[config.mk]
export PLATFORM = sky130hd
export DESIGN_NAME = fpmc_top
export DESIGN_NICKNAME = d
export VERILOG_FILES = /design/src/fpmc_addr_map.sv /design/src/fpmc_top.sv
export SDC_FILE = /design/constraint.sdc
export NUM_CORES = 1
export LEC_CHECK = 0
export BUFFER_PORTS_ARGS = -buffer_cell sky130_fd_sc_hd__buf_2
export CAP_MARGIN = 30
export CORE_MARGIN = 2
export CORE_UTILIZATION = 53
export DETAILED_ROUTE_END_ITERATION = 7
export PLACE_DENSITY_LB_ADDON = 0.08
export SETUP_SLACK_MARGIN = 0.3
export SKIP_CTS_REPAIR_TIMING = 1
export SYNTH_ARGS = -nofsm -noshare
export SYNTH_HDL_FRONTEND = slang
export SYNTH_SLANG_ARGS = --single-unit
[constraint.sdc]
create_clock -name clk -period 3 [get_ports clk]
set_input_delay 0.45 -clock clk [delete_from_list [all_inputs] [get_ports clk]]
set_output_delay 0.45 -clock clk [all_outputs]
set_load 0.005 [all_outputs]
[src/fpmc_addr_map.sv]
package fpmc_pkg;
	localparam int             WORD_W      = 32;
	localparam int             ADDR_W      = 12;
	localparam int             IDX_W       = 12;
	localparam logic [IDX_W-1:0] CFG_WORDS = 12'h400;
	localparam logic [IDX_W-1:0] USER_WORDS = 12'h200;
	localparam logic [IDX_W-1:0] ALL_WORDS = 12'h600;
	localparam logic [2:0]     FR_WORDS    = 3'h4;
	localparam logic [1:0]     SEC_CFG     = 2'h0;
	localparam logic [1:0]     SEC_USER    = 2'h1;
	localparam logic [1:0]     SEC_FEAT    = 2'h2;
	localparam logic [1:0]     SEC_END     = 2'h3;
	localparam int             MB_CFG      = 0;
	localparam int             MB_USER     = 1;
	localparam int             MB_FEAT     = 2;
	localparam logic [2:0]     MASK_OFF    = 3'h7;
	localparam logic [2:0]     MASK_BG     = 3'h3;
	localparam logic [1:0]     ROLE_IMAGE  = 2'h0;
	localparam logic [1:0]     ROLE_BRAM   = 2'h1;
	localparam logic [1:0]     ROLE_GEN    = 2'h2;
	localparam int             CLK_NS      = 8;
	localparam int             INIT_NS     = 1000;
	localparam logic [7:0]     INIT_CYC    = 8'((INIT_NS + CLK_NS - 1) / CLK_NS);
	typedef enum logic [1:0] {FOP_READ, FOP_ERASE, FOP_PROG} fpmc_fop_t;
	typedef enum logic [1:0] {CMD_OFFLINE, CMD_BACKGROUND, CMD_RELOAD, CMD_NONE} fpmc_cmd_t;
endpackage

`timescale 1ns/1ps
`default_nettype none
module fpmc_addr_map
	import fpmc_pkg::*;
(
	input  wire logic [IDX_W-1:0]  idx,
	input  wire logic [1:0]        sector_role,
	output logic      [1:0]        sector,
	output logic      [ADDR_W-1:0] addr,
	output logic                   in_range
);
	// the image runs through the config sector and on into user flash as one linear space
	always_comb begin
		sector   = SEC_CFG;
		addr     = idx;
		in_range = 1'b1;
		if (idx >= CFG_WORDS) begin
			sector   = SEC_USER;
			addr     = idx - CFG_WORDS;
			// user flash holds image words only in its image role
			in_range = (sector_role == ROLE_IMAGE) && (idx < ALL_WORDS);
		end
	end
endmodule
`default_nettype wire

[src/fpmc_top.sv]
`timescale 1ns/1ps
`default_nettype none
module fpmc_top
	import fpmc_pkg::*;
(
	input  wire logic              clk,
	input  wire logic              srst,
	input  wire logic              cmd_valid,
	input  wire fpmc_cmd_t         cmd_op,
	input  wire logic [2:0]        cmd_mask,
	input  wire logic [1:0]        sector_role,
	input  wire logic              wr_valid,
	input  wire logic [WORD_W-1:0] wr_data,
	input  wire logic              wr_last,
	output logic                   wr_ready,
	output logic                   flash_req,
	output fpmc_fop_t              flash_op,
	output logic [1:0]             flash_sec,
	output logic [ADDR_W-1:0]      flash_addr,
	output logic [WORD_W-1:0]      flash_wdata,
	input  wire logic              flash_ack,
	input  wire logic [WORD_W-1:0] flash_rdata,
	output logic                   sram_wr_valid,
	output logic [WORD_W-1:0]      sram_wdata,
	output logic                   busy,
	output logic                   user_halt,
	output logic                   init_status_n,
	output logic                   done,
	output logic                   rpll_rst_req,
	output logic                   range_err,
	output logic                   image_pending
);
	typedef enum logic [2:0] {ST_IDLE, ST_ERASE, ST_FEAT, ST_IMG, ST_INIT, ST_LOAD, ST_NOIMG} fpmc_st_t;

	typedef struct packed {
		fpmc_st_t          st;
		logic              is_bg;
		logic [2:0]        mask;
		logic [1:0]        cur_sec;
		logic [2:0]        fr_cnt;
		logic [IDX_W-1:0]  word_idx;
		logic [IDX_W-1:0]  img_len;
		logic              last_pend;
		logic [7:0]        init_cnt;
		logic              wr_ready;
		logic              flash_req;
		fpmc_fop_t         flash_op;
		logic [1:0]        flash_sec;
		logic [ADDR_W-1:0] flash_addr;
		logic [WORD_W-1:0] flash_wdata;
		logic              sram_wr_valid;
		logic [WORD_W-1:0] sram_wdata;
		logic              busy;
		logic              user_halt;
		logic              init_n;
		logic              done;
		logic              rpll_rst;
		logic              err;
		logic              pending;
	} fpmc_state_t;

	fpmc_state_t       s_r;
	fpmc_state_t       s_nxt;
	logic [1:0]        map_sec;
	logic [ADDR_W-1:0] map_addr;
	logic              map_ok;
	logic              take;

	fpmc_addr_map u_map (
		.idx         (s_r.word_idx),
		.sector_role (sector_role),
		.sector      (map_sec),
		.addr        (map_addr),
		.in_range    (map_ok)
	);

	assign take = wr_valid && s_r.wr_ready;

	always_comb begin
		s_nxt               = s_r;
		s_nxt.sram_wr_valid = 1'b0;
		case (s_r.st)
			ST_IDLE: begin
				if (cmd_valid && (cmd_op == CMD_OFFLINE || cmd_op == CMD_BACKGROUND)) begin
					s_nxt.is_bg     = (cmd_op == CMD_BACKGROUND);
					if (cmd_op == CMD_OFFLINE) begin
						s_nxt.mask      = (cmd_mask == 3'h0) ? MASK_OFF : cmd_mask;
						s_nxt.user_halt = 1'b1;
					end else begin
						// feature row is masked off even if asked
						s_nxt.mask = (cmd_mask == 3'h0) ? MASK_BG : (cmd_mask & MASK_BG);
					end
					s_nxt.cur_sec   = SEC_CFG;
					s_nxt.fr_cnt    = 3'h0;
					s_nxt.word_idx  = '0;
					s_nxt.last_pend = 1'b0;
					s_nxt.err       = 1'b0;
					s_nxt.busy      = 1'b1;
					s_nxt.st        = ST_ERASE;
				end else if (cmd_valid && cmd_op == CMD_RELOAD) begin
					// clears the running image first, so user logic halts too
					s_nxt.init_n    = 1'b0;
					s_nxt.done      = 1'b0;
					s_nxt.user_halt = 1'b1;
					s_nxt.pending   = 1'b0;
					s_nxt.init_cnt  = INIT_CYC;
					s_nxt.st        = ST_INIT;
				end
			end
			ST_ERASE: begin
				// one erase per selected sector, walked in sector order
				if (s_r.flash_req) begin
					if (flash_ack) begin
						s_nxt.flash_req = 1'b0;
						s_nxt.rpll_rst  = 1'b0;
						s_nxt.cur_sec   = s_r.cur_sec + 2'h1;
					end
				end else if (s_r.cur_sec == SEC_END) begin
					s_nxt.wr_ready = 1'b1;
					s_nxt.st       = s_r.mask[MB_FEAT] ? ST_FEAT : ST_IMG;
				end else if (s_r.mask[s_r.cur_sec]) begin
					s_nxt.flash_req  = 1'b1;
					s_nxt.flash_op   = FOP_ERASE;
					s_nxt.flash_sec  = s_r.cur_sec;
					s_nxt.flash_addr = '0;
					s_nxt.rpll_rst   = s_r.is_bg;
				end else begin
					s_nxt.cur_sec = s_r.cur_sec + 2'h1;
				end
			end
			ST_FEAT: begin
				// feature row words come first and go to their own sector
				if (take) begin
					s_nxt.wr_ready    = 1'b0;
					s_nxt.flash_req   = 1'b1;
					s_nxt.flash_op    = FOP_PROG;
					s_nxt.flash_sec   = SEC_FEAT;
					s_nxt.flash_addr  = {{(ADDR_W-3){1'b0}}, s_r.fr_cnt};
					s_nxt.flash_wdata = wr_data;
				end
				if (s_r.flash_req && flash_ack) begin
					s_nxt.flash_req = 1'b0;
					s_nxt.wr_ready  = 1'b1;
					s_nxt.fr_cnt    = s_r.fr_cnt + 3'h1;
					if (s_r.fr_cnt == FR_WORDS - 3'h1) begin
						s_nxt.st = ST_IMG;
					end
				end
			end
			ST_IMG: begin
				if (take) begin
					s_nxt.word_idx  = s_r.word_idx + 12'h001;
					s_nxt.last_pend = wr_last;
					if (map_ok && s_r.mask[map_sec]) begin
						s_nxt.wr_ready    = 1'b0;
						s_nxt.flash_req   = 1'b1;
						s_nxt.flash_op    = FOP_PROG;
						s_nxt.flash_sec   = map_sec;
						s_nxt.flash_addr  = map_addr;
						s_nxt.flash_wdata = wr_data;
					end else begin
						// word is dropped; image must come from external flash
						s_nxt.err = 1'b1;
					end
					s_nxt.wr_ready = s_nxt.wr_ready && !wr_last; // nothing is taken past the last word
				end
				if (s_r.flash_req && flash_ack) begin
					s_nxt.flash_req = 1'b0;
					s_nxt.wr_ready  = 1'b1;
				end
				if (s_r.last_pend && (!s_r.flash_req || flash_ack)) begin
					s_nxt.wr_ready  = 1'b0;
					s_nxt.last_pend = 1'b0;
					s_nxt.img_len   = s_r.word_idx;
					s_nxt.busy      = 1'b0;
					s_nxt.user_halt = s_r.is_bg && s_r.user_halt;
					s_nxt.pending   = s_r.is_bg;
					s_nxt.st        = ST_IDLE;
				end
			end
			ST_INIT: begin
				if (s_r.init_cnt == 8'h01) begin
					s_nxt.init_n   = 1'b1;
					s_nxt.word_idx = '0;
					s_nxt.st       = (s_r.img_len == '0) ? ST_NOIMG : ST_LOAD;
				end else begin
					s_nxt.init_cnt = s_r.init_cnt - 8'h01;
				end
			end
			ST_LOAD: begin
				if (s_r.flash_req) begin
					if (flash_ack) begin
						s_nxt.flash_req     = 1'b0;
						s_nxt.sram_wr_valid = 1'b1;
						s_nxt.sram_wdata    = flash_rdata;
						s_nxt.word_idx      = s_r.word_idx + 12'h001;
					end
				end else if (s_r.word_idx == s_r.img_len) begin
					s_nxt.done      = 1'b1;
					s_nxt.user_halt = 1'b0;
					s_nxt.st        = ST_IDLE;
				end else begin
					s_nxt.flash_req  = 1'b1;
					s_nxt.flash_op   = FOP_READ;
					s_nxt.flash_sec  = map_sec;
					s_nxt.flash_addr = map_addr;
				end
			end
			// no valid image: configuration never completes, only reset leaves
			ST_NOIMG: begin
				s_nxt.st = ST_NOIMG;
			end
			default: begin
				s_nxt.st = ST_IDLE;
			end
		endcase
	end

	always_ff @(posedge clk) begin
		if (srst) begin
			s_r           <= '0;
			s_r.st        <= ST_IDLE;
			s_r.flash_op  <= FOP_READ;
			s_r.user_halt <= 1'b1;
			s_r.init_n    <= 1'b1;
		end else begin
			s_r <= s_nxt;
		end
	end

	assign wr_ready      = s_r.wr_ready;
	assign flash_req     = s_r.flash_req;
	assign flash_op      = s_r.flash_op;
	assign flash_sec     = s_r.flash_sec;
	assign flash_addr    = s_r.flash_addr;
	assign flash_wdata   = s_r.flash_wdata;
	assign sram_wr_valid = s_r.sram_wr_valid;
	assign sram_wdata    = s_r.sram_wdata;
	assign busy          = s_r.busy;
	assign user_halt     = s_r.user_halt;
	assign init_status_n = s_r.init_n;
	assign done          = s_r.done;
	assign rpll_rst_req  = s_r.rpll_rst;
	assign range_err     = s_r.err;
	assign image_pending = s_r.pending;
endmodule
`default_nettype wire

==> run_results.csv <==
group,metric,value,unit
final_layout,multiInputGateArea,0.002905,mm²
logic_synthesis,synth.cell_area,0.006449,mm²
logic_synthesis,yosys_warnings,0,
logic_synthesis,yosys.area.top_type_share,41.91,%
drt,via_per_inst,5.432,
final_layout,diodes,0,
logic_synthesis,yosys_register_bits,135,
grt,grt_use_total,24.43,%
floorplan,die_area,0.01307,mm²
clock_network,cts.sinks,135,
final_layout,fillers,1064,
final_layout,post-route-util,62.49,%
logic_synthesis,yosysUniqueCellTypes,62,
drt,dr.pass1.iters,5,
logic_synthesis,yosysTopAreaCell,"dfxtp_1",
drt,drt-wirelength-per-cell,15.20,µm
drt,wirelength,15940,µm
floorplan,die_x,114.3,µm
floorplan,die_h,114.3,µm
timing,period_minus_slack,2.473,ns
timing,tns,0,ns
place,place_ws,0.4215,ns
worst_setup_path,setup.worst_path.start_class,"register",
final_layout,syn2layout_area_growth,15.91,%
worst_setup_path,crit_required,3.31,ns
clock_network,cts.htree.levels,4,
floorplan,num_io_pins,167,
logic_synthesis,synth.avg_cell_area,7.981,µm²
clock_network,clk_latency,0.42,ns
final_layout,regArea,0.002703,mm²
timing,hold_viol_final,0,
run,max_cap_viol_count,0,
logic_synthesis,yosysSeqAreaShare,41.91,%
logic_synthesis,synthMostInstantiatedCell,"nand2_1",
drt,remaining_drc_errors,0,
logic_synthesis,synth_flop_cell,"dfxtp_1",
final_layout,layout.nets,974,
grt,first_global_vias,5178,
drt,dr_total_vias,5698,
clock_network,clockRootBuffer,"clkbuf_16",
final_layout,drive_gt1_share,25.83,%
timing,worstMarginPinSlew,0.7039,ns
floorplan,coreArea,0.01196,mm²
clock_network,cts_buffer_depth,2,
timing,fmax,0.4044,GHz
timing,rsz0062_at_grt,"no",
final_layout,design_area,0.007475,mm²
timing,setup_viol,0,
power,ir_drop,359.3,µV
logic_synthesis,synth-async-reset-ratio,0,%
place,gp_congestion,0.9329,
drt,drtAntennaViolNets,0,
grt,antenna_found_initial,0,
logic_synthesis,synth_edf_count,0,
timing,post-route-period-util,82.43,%
floorplan,num_rows,40,
grt,grt_max_degree,68,
place,io_buffers,166,
floorplan,initial_utilization,53.91,%
place,dp_hpwl,11320,µm
timing,max_slew_margin,53.08,%
worst_setup_path,cp-end-kind,"register",
clock_network,cts_buffers,17,
place,placed_area,0.006873,mm²
timing,final.setup.worst_slack,0.5272,ns
run_status,status,"finished clean",
worst_setup_path,r2r_setup_slack,0.53,ns
logic_synthesis,synth_cells,808,
logic_synthesis,netlist_top_cells_count,"nand2_1, dfxtp_1, a21oi_1",
worst_setup_path,arrival,2.78,ns
worst_setup_path,path_max_fanout,17,
power,powerDensity,747.4,mW/mm²
worst_setup_path,path_class,"register to register",
timing,clock_skew,0.005397,ns
power,p_leak,3.212,nW
timing,slew_violations,0,
clock_network,cts_tree,"yes",
clock_network,clkTransAtPathRegs,0.05,ns
logic_synthesis,synth_nets,893,
logic_synthesis,ys_top_cells_by_area,"dfxtp_1, buf_4, nand2_1, a21oi_1, nor2_1",
grt,grt_pass1_wl,25290,µm
grt,gr-total-overflow,0,
drt,drt_first_iter_violations,391,
worst_hold_path,hold_class,"primary input to register",
==> sequential cells by signal, indices dropped and copies added (netlist names), 2 cells and up <==
name         cells
flash_op         2
flash_sec        2
s_r             45
flash_wdata     32
flash_addr      12
sram_wdata      32
==> per-layer routing <==
| layer | up-vias | wire (µm) | global-route usage (%) |
|---|---|---|---|
| met5 | - | 0 | 0 |
| met4 | 0 | 319 | 10.73 |
| met3 | 25 | 980 | 6.088 |
| met2 | 195 | 7906 | 40.75 |
| met1 | 2648 | 6738 | 29.96 |
| li1 | 2830 | - | - |
==> worst max-delay path, stage by stage (launching register included) <==
cell     delay [ns]
dfxtp_1        0.34
or4_1          0.57
o41a_1         0.37
a211o_2        0.47
nor4_1         0.39
xnor2_1        0.17
nor2_1         0.05
==> cell type report <==
cell class,count,area share [%]
Multi-Input combinational cell,530,38.87
Tap cell,147,2.461
Inverter,14,0.7030
Clock inverter,10,2.042
Clock buffer,22,5.942
Timing Repair Buffer,191,13.83
Sequential cell,135,36.16
==> where the power goes <==
| group | total, W | internal [W] | switching [W] |
|---|---|---|---|
| combinational | 0.00138 | 0.000566 | 0.000817 |
| sequential | 0.00208 | 0.00193 | 0.000152 |
| clock | 0.00212 | 0.00138 | 0.000742 |
==> cell usage in the layout (no fill, tap or decap), types with 11 or more instances in the layout <==
| master | synthesis | final |
|---|---|---|
| a21oi_1 | 106 | 105 |
| buf_2 | 6 | 165 |
| buf_4 | 80 | 25 |
| clkbuf_16 | 0 | 17 |
| dfxtp_1 | 135 | 135 |
| inv_1 | 14 | 14 |
| nand2_1 | 153 | 153 |
| nand3_1 | 11 | 11 |
| nand4_1 | 12 | 12 |
| nor2_1 | 60 | 59 |
| nor3_1 | 19 | 19 |
| o21ai_0 | 23 | 23 |
| xor2_1 | 17 | 17 |
==> metrics by stage <==
| step | hold slack [ns] | instances | total power [W] |
|---|---|---|---|
| 3_5_place_dp | 0.4435 | 1017 | 0.003461 |
| 3_3_place_gp | 0.4392 | 1017 | 0.003440 |
| 4_1_cts | 0.2512 | 1049 | 0.005596 |
| 6_report | 0.2658 | 1049 | 0.005586 |
| 2_1_floorplan | 0.4367 | 808 | 0.003071 |
| 5_1_grt | 0.2576 | 1049 | 0.005856 |
==> final timing paths <==
kind | end | from | depth (start not counted)
max | s_r[121] | s_r[93] | 6
min | flash_wdata[30] | wr_data[30] | 3
max reg2reg | s_r[121] | s_r[93] | 6
min reg2reg | sram_wdata[0] | sram_wdata[0] | 2
==> cells by family after synthesis <==
| logic type | after synthesis | share of synthesized area (%) |
|---|---|---|
| xor gates and xnor gates | 27 | 3.667 |
| muxes | 12 | 1.882 |
| buffers and inverters | 143 | 13.21 |
| and+or+nand+nor | 303 | 21.23 |
| DFF | 135 | 41.91 |
| adders and majority gates | 8 | 1.552 |
| AOI/OAI and AO/OA | 180 | 16.55 |
No activity file was read; power rests on OpenSTA's default activity.
